[src/ipls_pkg.sv]
/*
  Constants and carrier types for the interrupt priority level select block.
  Assumes a 32-bit AHB-Lite fabric and seventeen request lines from the
  peripherals, already enabled and held until the CPU takes them.
*/
package ipls_pkg;

  // Register word offsets (low 12 address bits)
  localparam logic [11:0] OFS_PRIO_A = 12'h000;
  localparam logic [11:0] OFS_PRIO_B = 12'h004;
  localparam logic [11:0] OFS_MASK = 12'hFFC;
  localparam logic [7:0] PRIO_A_RESET = 8'h00;
  localparam logic [7:0] PRIO_B_RESET = 8'h00;
  localparam logic [31:0] UNMAPPED_READ = 32'h0000_0000;

  // Field positions in priority_select_a
  localparam int BIT_EXT0 = 7;
  localparam int BIT_EXT1 = 6;
  localparam int BIT_EXT2_3 = 5;
  localparam int BIT_EXT4_5 = 4;
  localparam int BIT_WDT_REF = 3;
  localparam int BIT_TIMER0 = 2;
  localparam int BIT_TIMER1 = 1;
  localparam int BIT_TIMER2 = 0;
  // Field positions in priority_select_b
  localparam int BIT_TIMER3 = 7;
  localparam int BIT_TIMER4 = 6;
  localparam int BIT_DMA = 5;
  localparam int BIT_SPARE_HI = 4;
  localparam int BIT_SERIAL0 = 3;
  localparam int BIT_SERIAL1 = 2;
  localparam int BIT_ADC = 1;
  localparam int BIT_SPARE_LO = 0;
  localparam logic [7:0] SPARE_MASK_B = 8'h11;

  // Request line numbers; lower number wins among equal levels
  localparam int NUM_SRC = 17;
  localparam logic [4:0] SRC_EXT0 = 5'h00;
  localparam logic [4:0] SRC_EXT1 = 5'h01;
  localparam logic [4:0] SRC_EXT2 = 5'h02;
  localparam logic [4:0] SRC_EXT3 = 5'h03;
  localparam logic [4:0] SRC_EXT4 = 5'h04;
  localparam logic [4:0] SRC_EXT5 = 5'h05;
  localparam logic [4:0] SRC_WDT_REF = 5'h06;
  localparam logic [4:0] SRC_TIMER0 = 5'h07;
  localparam logic [4:0] SRC_TIMER1 = 5'h08;
  localparam logic [4:0] SRC_TIMER2 = 5'h09;
  localparam logic [4:0] SRC_TIMER3 = 5'h0A;
  localparam logic [4:0] SRC_TIMER4 = 5'h0B;
  localparam logic [4:0] SRC_DMA0 = 5'h0C;
  localparam logic [4:0] SRC_DMA1 = 5'h0D;
  localparam logic [4:0] SRC_SERIAL0 = 5'h0E;
  localparam logic [4:0] SRC_SERIAL1 = 5'h0F;
  localparam logic [4:0] SRC_ADC = 5'h10;

  localparam logic [1:0] HTRANS_NONSEQ = 2'h2;

  // Selected request presented to the CPU acceptance logic
  typedef struct packed {
    logic valid;
    logic [4:0] src;
    logic level;
  } ipls_grant_s;

  // Whole state of the block
  typedef struct packed {
    logic [7:0] prio_a;
    logic [7:0] prio_b;
    logic dp_valid;
    logic dp_write;
    logic dp_sel_a;
    logic dp_sel_b;
    logic [31:0] rdata;
    logic ready;
    logic stby_meta;
    logic stby_sync;
    ipls_grant_s grant;
  } ipls_state_s;

endpackage : ipls_pkg

[src/ipls_top.sv]
/*
  Interrupt priority level select: two 8-bit priority registers on an
  AHB-Lite slave, and a two-level fixed-order selector of pending requests.
  Assumes src_req comes from logic on hclk, and hw_standby comes from a pin
  so it is synchronised here. The single slave on the bus: hready is the
  looped-back hreadyout.
*/
// The register offsets and the AHB-Lite slave port were decided locally.
module ipls_top
  import ipls_pkg::*;
(
  input wire logic hclk,
  input wire logic hresetn,
  input wire logic hsel,
  input wire logic [31:0] haddr,
  input wire logic [1:0] htrans,
  input wire logic hwrite,
  input wire logic [2:0] hsize,
  input wire logic [31:0] hwdata,
  input wire logic hready,
  output logic hreadyout,
  output logic hresp,
  output logic [31:0] hrdata,
  input wire logic hw_standby,
  input wire logic [NUM_SRC-1:0] src_req,
  output logic irq_valid,
  output logic [4:0] irq_src,
  output logic irq_level
);

  ipls_state_s s;
  ipls_state_s next_s;
  logic [NUM_SRC-1:0] src_lvl;
  logic [NUM_SRC-1:0] hi_req;
  logic addr_phase;
  logic [11:0] addr_lo;

  // Level that a request line gets from the two registers
  function automatic logic level_of(input logic [4:0] idx,
                                    input logic [7:0] pa,
                                    input logic [7:0] pb);
    logic lv;
    lv = 1'b0;
    unique case (idx)
      SRC_EXT0: lv = pa[BIT_EXT0];
      SRC_EXT1: lv = pa[BIT_EXT1];
      SRC_EXT2, SRC_EXT3: lv = pa[BIT_EXT2_3];
      SRC_EXT4, SRC_EXT5: lv = pa[BIT_EXT4_5];
      SRC_WDT_REF: lv = pa[BIT_WDT_REF];
      SRC_TIMER0: lv = pa[BIT_TIMER0];
      SRC_TIMER1: lv = pa[BIT_TIMER1];
      SRC_TIMER2: lv = pa[BIT_TIMER2];
      SRC_TIMER3: lv = pb[BIT_TIMER3];
      SRC_TIMER4: lv = pb[BIT_TIMER4];
      SRC_DMA0, SRC_DMA1: lv = pb[BIT_DMA];
      SRC_SERIAL0: lv = pb[BIT_SERIAL0];
      SRC_SERIAL1: lv = pb[BIT_SERIAL1];
      SRC_ADC: lv = pb[BIT_ADC];
      default: lv = 1'b0;
    endcase
    return lv;
  endfunction : level_of

  // Per-line level; the spare bits of B are never looked at
  genvar gi;
  generate
    for (gi = 0; gi < NUM_SRC; gi++)
    begin : g_lvl
      assign src_lvl[gi] = level_of(5'(gi), s.prio_a, s.prio_b);
      assign hi_req[gi] = src_req[gi] & src_lvl[gi];
    end
  endgenerate

  // Address phase decode
  assign addr_phase = hsel & (htrans == HTRANS_NONSEQ) & hready;
  assign addr_lo = haddr[11:0];

  // Next state: bus slave, standby clear, selector
  always_comb
  begin
    logic [31:0] rd;
    logic found;
    next_s = s;
    rd = UNMAPPED_READ;
    found = 1'b0;
    next_s.ready = 1'b1;
    // Data phase of a write lands here; unmapped writes are dropped
    if (s.dp_valid && s.dp_write)
    begin
      if (s.dp_sel_a)
        next_s.prio_a = hwdata[7:0];
      if (s.dp_sel_b)
        next_s.prio_b = hwdata[7:0];
    end
    // Standby wins over a write in flight
    if (s.stby_sync)
    begin
      next_s.prio_a = PRIO_A_RESET;
      next_s.prio_b = PRIO_B_RESET;
    end
    // Read data is fetched at the address phase so it stands in the data
    // phase with no wait state; forwarding covers write-then-read
    if (addr_phase && !hwrite)
    begin
      if (addr_lo == (OFS_PRIO_A & OFS_MASK))
        rd = {24'h00_0000, next_s.prio_a};
      else if (addr_lo == (OFS_PRIO_B & OFS_MASK))
        rd = {24'h00_0000, next_s.prio_b};
    end
    next_s.rdata = rd;
    next_s.dp_valid = addr_phase;
    next_s.dp_write = addr_phase & hwrite;
    next_s.dp_sel_a = addr_phase & (addr_lo == OFS_PRIO_A);
    next_s.dp_sel_b = addr_phase & (addr_lo == OFS_PRIO_B);
    // Pin synchroniser: second stage alone is read
    next_s.stby_meta = hw_standby;
    next_s.stby_sync = s.stby_meta;
    // Selector: level 1 first, then level 0, lowest line number wins
    next_s.grant = '0;
    for (int i = 0; i < NUM_SRC; i++)
    begin
      if (!found && hi_req[i])
      begin
        found = 1'b1;
        next_s.grant.valid = 1'b1;
        next_s.grant.src = 5'(i);
        next_s.grant.level = 1'b1;
      end
    end
    for (int i = 0; i < NUM_SRC; i++)
    begin
      if (!found && src_req[i])
      begin
        found = 1'b1;
        next_s.grant.valid = 1'b1;
        next_s.grant.src = 5'(i);
        next_s.grant.level = 1'b0;
      end
    end
    // Nothing is offered while the chip sits in hardware standby
    if (s.stby_sync)
      next_s.grant = '0;
  end

  // State register
  always_ff @(posedge hclk or negedge hresetn)
  begin
    if (!hresetn)
    begin
      s <= '0;
      s.ready <= 1'b1;
    end
    else
      s <= next_s;
  end

  // Outputs straight from flops
  assign hreadyout = s.ready;
  assign hresp = 1'b0 & s.ready;
  assign hrdata = s.rdata;
  assign irq_valid = s.grant.valid;
  assign irq_src = s.grant.src;
  assign irq_level = s.grant.level;
endmodule : ipls_top

[config.mk]
export PLATFORM = sky130hd
export DESIGN_NAME = ipls_top
export DESIGN_NICKNAME = d
export VERILOG_FILES = /design/src/ipls_pkg.sv /design/src/ipls_top.sv
export SDC_FILE = /design/constraint.sdc
export NUM_CORES = 1
export LEC_CHECK = 0
export BUFFER_PORTS_ARGS = -buffer_cell sky130_fd_sc_hd__buf_2
export CORE_MARGIN = 4
export CORE_UTILIZATION = 45
export DETAILED_ROUTE_END_ITERATION = 6
export MAX_ROUTING_LAYER = met4
export PLACE_DENSITY_LB_ADDON = 0.25
export SLEW_MARGIN = 20
export SYNTH_ARGS = -nofsm -noshare
export SYNTH_HDL_FRONTEND = slang
export SYNTH_SLANG_ARGS = --single-unit
[constraint.sdc]
create_clock -name hclk -period 3.05 [get_ports hclk]
set_input_delay 0.4575 -clock hclk [delete_from_list [all_inputs] [get_ports hclk]]
set_output_delay 0.4575 -clock hclk [all_outputs]
set_load 0.05 [all_outputs]
==> results of run 1 <==
-- power by group --
part / total [mW] / internal [mW] / leakage [nW] / switching, mW
registers: 0.500 / 0.494 / 0.509 / 0.00586
logic: 0.158 / 0.0330 / 0.723 / 0.125
clock network: 0.359 / 0.183 / 0.0512 / 0.176
-- layout by cell type, fill, tap and decap left out, types with 4 or more instances in the layout --
master                     count
sky130_fd_sc_hd__nor4_1        5
sky130_fd_sc_hd__conb_1       26
sky130_fd_sc_hd__inv_1         7
sky130_fd_sc_hd__nor2_1       32
sky130_fd_sc_hd__buf_2        59
sky130_fd_sc_hd__a31oi_1       4
sky130_fd_sc_hd__a21oi_1      13
sky130_fd_sc_hd__o21ai_0       7
sky130_fd_sc_hd__a22oi_1       4
sky130_fd_sc_hd__mux2i_1      16
sky130_fd_sc_hd__nor3_1       11
sky130_fd_sc_hd__clkbuf_8      6
sky130_fd_sc_hd__dfrtp_1      37
sky130_fd_sc_hd__nand2_1      12
-- worst min-delay path by stage --
stage                    start        end  slack [ns]
global placement     next_s[7]       s[7]        0.33
detailed placement   next_s[7]       s[7]        0.34
floorplan              hresetn  hrdata[0]        0.16
finish                 hresetn      s[50]        0.26
global route        hw_standby  next_s[7]        0.26
CTS                 hw_standby  next_s[7]        0.26
-- per-stage QoR --
step	hold WS [ns]	total power, mW	setup WS, ns
after global routing	0.260	1.06	0.784
after floorplan	0.162	0.641	1.12
final	0.264	1.02	0.950
after global placement	0.331	0.667	0.766
after CTS	0.264	1.03	0.966
after detailed placement	0.340	0.667	0.810
-- area by class of cell --
type | count | area (µm²) | share of cell area [%]
timing repair buffer | 59 | 295 | 11.9
tap | 67 | 83.8 | 3.38
inverter | 8 | 30.0 | 1.21
clock inverter | 2 | 13.8 | 0.554
clock buffer | 6 | 82.6 | 3.33
multi-input combinational | 177 | 1050 | 42.3
sequential | 37 | 926 | 37.3
-- sequential cells by signal (all words and copies together) (netlist names) --
signal,cells
irq_level,1
hrdata,8
next_s,1
irq_src,5
s,21
irq_valid,1
-- kinds of logic after synthesis --
kind of cell | Yosys count
DFF | 37
other | 2
AOI/OAI and AO/OA | 50
and+or+nand+nor | 85
buffers and inverters | 53
muxes | 16
-- cells in the mapped netlist (3+ instances only) --
library cell,instances,share of area (%)
sky130_fd_sc_hd__nand3_1,3,0.67
sky130_fd_sc_hd__a22oi_1,4,1.3
sky130_fd_sc_hd__o21ai_0,7,1.6
sky130_fd_sc_hd__nor4_1,5,1.4
sky130_fd_sc_hd__o211ai_1,3,1.0
sky130_fd_sc_hd__dfrtp_1,37,41
sky130_fd_sc_hd__mux2i_1,16,7.1
sky130_fd_sc_hd__buf_4,40,13
sky130_fd_sc_hd__a21oi_1,13,2.9
sky130_fd_sc_hd__nor2_1,32,5.4
sky130_fd_sc_hd__nor3_1,11,2.5
sky130_fd_sc_hd__a32oi_1,3,1.2
sky130_fd_sc_hd__a31oi_1,4,1.1
sky130_fd_sc_hd__a32o_1,3,1.3
sky130_fd_sc_hd__clkbuf_1,4,0.67
sky130_fd_sc_hd__nand2_1,12,2.0
sky130_fd_sc_hd__inv_1,7,1.2
-- routing by layer --
| metal | wire length (µm) | GRT usage (%) | up-vias | share of wire [%] |
|---|---|---|---|---|
| li1 | - | - | 910 | - |
| met1 | 2050 | 21.9 | 852 | 40 |
| met2 | 2470 | 27.9 | 91 | 49 |
| met3 | 514 | 3.90 | 5 | 10 |
| met4 | 47 | 4.55 | 0 | 0.92 |
| met5 | 0 | - | - | 0 |
==> metrics.txt, run 1 <==
# TYPE chip_impl_metric gauge
chip_impl_metric{name="first_iter_violations",unit=""} 76
chip_impl_metric{name="drtPass1Iterations",unit=""} 5
chip_impl_info{name="synthFlopType",value="sky130_fd_sc_hd__dfrtp_1"} 1
chip_impl_metric{name="portBuffers",unit=""} 59
chip_impl_metric{name="syn-cell-area",unit="mm²"} 0.00224
chip_impl_metric{name="synth_area_per_cell",unit="µm²"} 9.23
chip_impl_metric{name="place.gp.congestion",unit=""} 0.901
chip_impl_metric{name="layout.cell_area.non_filler",unit="mm²"} 0.00248
chip_impl_metric{name="clkTransAtPathRegs",unit="ns"} 0.07
chip_impl_info{name="timing.critical_path.cells",value="a222oi_1 > and4_1 > nor3b_1 > a21oi_1 > a41oi_1"} 1
chip_impl_metric{name="ys_seq_elements",unit=""} 37
chip_impl_metric{name="first_global_vias",unit=""} 1739
chip_impl_metric{name="cts_setup_buffers",unit=""} 0
chip_impl_metric{name="fmax",unit="MHz"} 476
chip_impl_metric{name="maxCapViolCount",unit=""} 0
chip_impl_metric{name="detail_route.drc_violations",unit=""} 0
chip_impl_info{name="crit_family",value="simple AND/OR/NAND/NOR gates"} 1
chip_impl_metric{name="die_width",unit="µm"} 78.6
chip_impl_info{name="crit_path_start",value="s[56]"} 1
chip_impl_metric{name="synthAdderAreaFrac",unit="%"} 0
chip_impl_metric{name="number_of_nets_with_antenna_violations_after_routing",unit=""} 0
chip_impl_metric{name="dp.final_hpwl",unit="µm"} 3970
chip_impl_metric{name="globalRoute.totalOverflow",unit=""} 0
chip_impl_metric{name="setup_viol",unit=""} 0
chip_impl_metric{name="hold_violations_final",unit=""} 0
chip_impl_metric{name="vias",unit=""} 1858
chip_impl_metric{name="die-area",unit="mm²"} 0.00618
chip_impl_metric{name="numPlacedInstances",unit=""} 348
chip_impl_info{name="dominant_combinational_cell_family_by_area_after_synthesis",value="simple AND/OR/NAND/NOR gates"} 1
chip_impl_metric{name="irDropWorstVdd",unit="mV"} 0.244
chip_impl_info{name="tritoncts",value="yes"} 1
chip_impl_metric{name="timing.critical_path.slowest_cell_delay",unit="ns"} 0.44
chip_impl_metric{name="num_rows",unit=""} 25
chip_impl_metric{name="clkSinkCount",unit=""} 37
chip_impl_metric{name="number_of_antenna_violations_at_the_first_check_in_global_routing",unit=""} 0
chip_impl_metric{name="avgRoutedWirePerCell",unit="µm"} 14.3
chip_impl_metric{name="synth-edff-count",unit=""} 0
chip_impl_metric{name="die_h",unit="µm"} 78.6
chip_impl_info{name="grt_setup_unrepaired",value="no"} 1
chip_impl_metric{name="critPathMaxFanout",unit=""} 6
chip_impl_metric{name="layout-drive-gt1-share",unit="%"} 26.6
chip_impl_metric{name="netlist_instances",unit=""} 243
chip_impl_metric{name="max_slew_margin",unit="%"} 44.7
chip_impl_metric{name="layout-area-overhead-vs-synth",unit="%"} 10.7
chip_impl_metric{name="timing.reg2reg.worst_path_depth",unit=""} 5
chip_impl_metric{name="timing.critical_path.required",unit="ns"} 3.25
chip_impl_info{name="setup.worst_path.start_class",value="flip-flop"} 1
chip_impl_metric{name="finish.cell_count_without_fillers",unit=""} 356
chip_impl_metric{name="yosys.area_share.simple",unit="%"} 19.7
chip_impl_metric{name="max_slew.worst_pin.slew",unit="ns"} 0.830
chip_impl_metric{name="dpl-instance-area",unit="mm²"} 0.00239
chip_impl_metric{name="cts_repair_resize_count",unit=""} 0
chip_impl_metric{name="synth-async-reset-ratio",unit="%"} 100
chip_impl_metric{name="core_region_area",unit="mm²"} 0.00479
chip_impl_info{name="crit_path_top_delay_cell",value="sky130_fd_sc_hd__dfrtp_1"} 1
chip_impl_metric{name="num-nets-final",unit=""} 380
chip_impl_metric{name="n_antenna_cell",unit=""} 0
chip_impl_metric{name="critPathBufInv",unit=""} 0
chip_impl_metric{name="setup_total_negative_slack",unit="ns"} 0
chip_impl_info{name="endpoint_class_of_the_critical_path",value="flip-flop"} 1
chip_impl_metric{name="synth_sequential_area_ratio",unit="%"} 41.3
chip_impl_metric{name="synth_mux_area_share",unit="%"} 7.14
chip_impl_metric{name="final-max-slew-violation-count",unit=""} 0
chip_impl_metric{name="ys.warnings.count",unit=""} 0
chip_impl_metric{name="vias_per_cell",unit=""} 5.22
chip_impl_info{name="crit_path_end",value="irq_src[0]"} 1
chip_impl_info{name="regToRegEndpoint",value="irq_src[0]"} 1
chip_impl_metric{name="maximum_number_of_pins_on_one_net_before_global_route_repair",unit=""} 38
chip_impl_metric{name="worst-r2r-setup-slack",unit="ns"} 0.95
chip_impl_metric{name="min_period",unit="ns"} 2.10
chip_impl_metric{name="top_level_ports",unit=""} 133
chip_impl_metric{name="post-route-period-util",unit="%"} 68.9
chip_impl_metric{name="gr-usage-all-layers",unit="%"} 17.3
chip_impl_info{name="worst_reg2reg_path_startpoint",value="s[56]"} 1
chip_impl_metric{name="cts_buffer_depth",unit=""} 2
chip_impl_metric{name="cts_max_level",unit=""} 2
chip_impl_metric{name="clk_latency",unit="ns"} 0.29
chip_impl_metric{name="post_cts_hold_buffer_count",unit=""} 0
chip_impl_metric{name="synthXorXnorAreaFrac",unit="%"} 0
chip_impl_metric{name="numCtsBuffers",unit=""} 5
chip_impl_metric{name="initial_core_util",unit="%"} 46.9
chip_impl_info{name="hold_path_class",value="in2async"} 1
chip_impl_metric{name="wp_depth",unit=""} 5
chip_impl_metric{name="power-per-cell-area",unit="mW/mm²"} 410
chip_impl_info{name="status",value="completed"} 1
chip_impl_metric{name="arrival",unit="ns"} 2.30
chip_impl_metric{name="final.fill_count",unit=""} 470
chip_impl_info{name="setup.worst_path.class",value="reg2reg"} 1
chip_impl_metric{name="grt_pass1_wl",unit="µm"} 8160
chip_impl_metric{name="timing.clock.skew",unit="ns"} 0.00754
chip_impl_metric{name="power.leakage",unit="nW"} 1.28
chip_impl_metric{name="postRouteWirelength",unit="µm"} 5090
chip_impl_metric{name="yosysUniqueCellTypes",unit=""} 47
chip_impl_metric{name="synth_compound_gate_area_share",unit="%"} 15.6
chip_impl_metric{name="finish.utilization",unit="%"} 51.9
chip_impl_info{name="cts_root_buffer",value="sky130_fd_sc_hd__clkbuf_8"} 1
Power figures use the tool's default switching activity.
==> run 2, diff against run 1 <==
Settings changed: CORE_UTILIZATION 45 to 40.
Clock period 3.05 ns to 1.8 ns, I/O delays scaled along.
==> metrics.txt, run 2 (same netlist as run 1, synthesis figures left out) <==
# TYPE chip_impl_metric gauge
chip_impl_info{name="status",value="finished, violations left"} 1
chip_impl_info{name="violations",value="negative setup slack"} 1
chip_impl_metric{name="vias",unit=""} 2008
chip_impl_metric{name="clkTransAtPathRegs",unit="ns"} 0.07
chip_impl_info{name="cts_root_buffer",value="sky130_fd_sc_hd__clkbuf_8"} 1
chip_impl_metric{name="first_iter_violations",unit=""} 97
chip_impl_metric{name="worst-r2r-setup-slack",unit="ns"} -0.07
chip_impl_metric{name="final.setup.worst_slack",unit="ns"} -0.0671
chip_impl_metric{name="max_reg_flops",unit=""} 21
chip_impl_metric{name="timing.critical_path.required",unit="ns"} 2.00
chip_impl_metric{name="intPower",unit="mW"} 1.19
chip_impl_metric{name="critPathMaxFanout",unit=""} 6
chip_impl_metric{name="top_level_ports",unit=""} 133
chip_impl_info{name="regToRegEndpoint",value="irq_src[3]"} 1
chip_impl_metric{name="place.gp.congestion",unit=""} 0.932
chip_impl_metric{name="critPathBufInv",unit=""} 2
chip_impl_metric{name="max_slew_margin",unit="%"} 64.2
chip_impl_metric{name="gr-usage-all-layers",unit="%"} 18.5
chip_impl_metric{name="power-per-cell-area",unit="mW/mm²"} 600
chip_impl_metric{name="n_antenna_cell",unit=""} 0
chip_impl_metric{name="combinationalPowerShare",unit="%"} 18.4
chip_impl_metric{name="clkSinkCount",unit=""} 37
chip_impl_metric{name="clk_latency",unit="ns"} 0.29
chip_impl_metric{name="first_global_vias",unit=""} 2063
chip_impl_metric{name="core_region_area",unit="mm²"} 0.00547
chip_impl_metric{name="vias_per_cell",unit=""} 5.02
chip_impl_metric{name="final-max-slew-violation-count",unit=""} 0
chip_impl_info{name="setup.worst_path.start_class",value="flip-flop"} 1
chip_impl_metric{name="power.share.switching",unit="%"} 30.6
chip_impl_info{name="endpoint_class_of_the_critical_path",value="flip-flop"} 1
chip_impl_metric{name="portBuffers",unit=""} 59
chip_impl_metric{name="finish.utilization",unit="%"} 52.1
chip_impl_metric{name="cts_buffer_depth",unit=""} 2
chip_impl_info{name="crit_path_start",value="s[54]"} 1
chip_impl_metric{name="max_slew.worst_pin.slew",unit="ns"} 0.532
chip_impl_metric{name="layout-drive-gt1-share",unit="%"} 37.8
chip_impl_metric{name="arrival",unit="ns"} 2.07
chip_impl_metric{name="fmax",unit="MHz"} 536
chip_impl_info{name="hold_path_class",value="in2async"} 1
chip_impl_metric{name="timing.clock.skew",unit="ns"} 0.00523
chip_impl_info{name="tritoncts",value="yes"} 1
chip_impl_metric{name="die-area",unit="mm²"} 0.00687
chip_impl_metric{name="power.switching",unit="mW"} 0.523
chip_impl_info{name="crit_family",value="compound AO/OA/AOI/OAI gates"} 1
chip_impl_metric{name="grt_pass1_wl",unit="µm"} 10100
chip_impl_metric{name="maximum_number_of_pins_on_one_net_before_global_route_repair",unit=""} 38
chip_impl_metric{name="dp.final_hpwl",unit="µm"} 4790
chip_impl_metric{name="num_rows",unit=""} 27
chip_impl_info{name="registers.top_by_ff_count",value="s"} 1
chip_impl_metric{name="detail_route.drc_violations",unit=""} 0
chip_impl_metric{name="num-nets-final",unit=""} 420
chip_impl_info{name="mostFrequentLayoutCell",value="sky130_fd_sc_hd__buf_2"} 1
chip_impl_metric{name="cts_max_level",unit=""} 2
chip_impl_metric{name="setup_viol",unit=""} 6
chip_impl_metric{name="avgRoutedWirePerCell",unit="µm"} 14.9
chip_impl_info{name="crit_path_top_delay_cell",value="sky130_fd_sc_hd__dfrtp_1"} 1
chip_impl_metric{name="post-route-period-util",unit="%"} 104
chip_impl_info{name="layout_common_cells",value="sky130_fd_sc_hd__buf_2 (59), sky130_fd_sc_hd__buf_4 (38), sky130_fd_sc_hd__dfrtp_1 (37)"} 1
chip_impl_metric{name="hold_violations_final",unit=""} 0
chip_impl_metric{name="timing.critical_path.slowest_cell_delay",unit="ns"} 0.40
chip_impl_info{name="worst_reg2reg_path_startpoint",value="s[54]"} 1
chip_impl_metric{name="die_width",unit="µm"} 82.9
chip_impl_metric{name="postRouteWirelength",unit="µm"} 5970
chip_impl_metric{name="maxCapViolCount",unit=""} 0
chip_impl_metric{name="timing.reg2reg.worst_path_depth",unit=""} 7
chip_impl_metric{name="power.leakage",unit="nW"} 1.48
chip_impl_metric{name="min_period",unit="ns"} 1.87
chip_impl_metric{name="number_of_antenna_violations_at_the_first_check_in_global_routing",unit=""} 0
chip_impl_info{name="grt_setup_unrepaired",value="yes"} 1
chip_impl_metric{name="numCtsBuffers",unit=""} 5
chip_impl_metric{name="layout-area-overhead-vs-synth",unit="%"} 27.0
chip_impl_info{name="timing.critical_path.cells",value="a222oi_1 > buf_4 > nand3_2 > buf_6 > nor4_2 > o211ai_1 > a31oi_1"} 1
chip_impl_metric{name="initial_core_util",unit="%"} 41.0
chip_impl_metric{name="post_cts_hold_buffer_count",unit=""} 0
chip_impl_metric{name="die_h",unit="µm"} 82.9
chip_impl_metric{name="power.clock.fraction",unit="%"} 32.4
chip_impl_metric{name="fin_total_pwr",unit="mW"} 1.71
chip_impl_metric{name="pwr-share-seq",unit="%"} 49.2
chip_impl_metric{name="irDropWorstVdd",unit="mV"} 0.389
chip_impl_info{name="setup.worst_path.class",value="reg2reg"} 1
chip_impl_metric{name="drtPass1Iterations",unit=""} 4
chip_impl_metric{name="number_of_nets_with_antenna_violations_after_routing",unit=""} 0
chip_impl_metric{name="globalRoute.totalOverflow",unit=""} 0
-- run 2: power by group through the flow --
stage / clock, mW / combinational, mW / sequential [mW]
final: 0.554 / 0.315 / 0.841
after floorplan: 0 / 0.226 / 0.860
after global placement: 0 / 0.307 / 0.857
after CTS: 0.575 / 0.314 / 0.841
after detailed placement: 0 / 0.307 / 0.857
after global routing: 0.616 / 0.338 / 0.842
-- run 2: worst max-delay path by stage --
stage               slack, ns  cells past startpoint    endpoint
floorplan                0.06                      5  irq_src[0]
global placement        -0.21                      8  irq_src[1]
detailed placement      -0.20                      8  irq_src[1]
CTS                     -0.08                      8  irq_src[1]
global route            -0.19                      8  irq_src[0]
finish                  -0.07                      7  irq_src[3]
-- run 2: through the flow --
| stage | hold slack (ns) | instances | instance area, µm² | setup TNS, ns | setup WS, ns |
|---|---|---|---|---|---|
| after floorplan | -0.0256 | 267 | 2330 | 0 | 0.0579 |
| after global placement | 0.336 | 391 | 2680 | -1.21 | -0.208 |
| after detailed placement | 0.346 | 391 | 2680 | -1.16 | -0.205 |
| after CTS | 0.0281 | 400 | 2850 | -0.364 | -0.0775 |
| after global routing | 0.0501 | 400 | 2850 | -1.08 | -0.186 |
| final | 0.0154 | 400 | 2850 | -0.241 | -0.0671 |
-- run 2: layout make-up --
type	instances	area, µm²
tap	72	90.1
inverter	8	30.0
clock buffer	6	72.6
timing repair buffer	99	603
fill	536	2620
clock inverter	1	8.76
sequential	37	926
multi-input combinational	177	1120
-- run 2: layer usage --
metal  wire (µm)  share of wire [%]  GRT usage (%)
met3         373                6.2           3.87
met2        2890                 48           29.7
met4          77                1.3           5.50
met1        2630                 44           23.6
met5           0                  0              -
-- run 2: what timing repair did --
action	CTS	global route
gates cloned	0	0
pin swaps	7	2
endpoints found under the setup margin	7	7
setup buffers	2	0
gates resized for setup	12	0
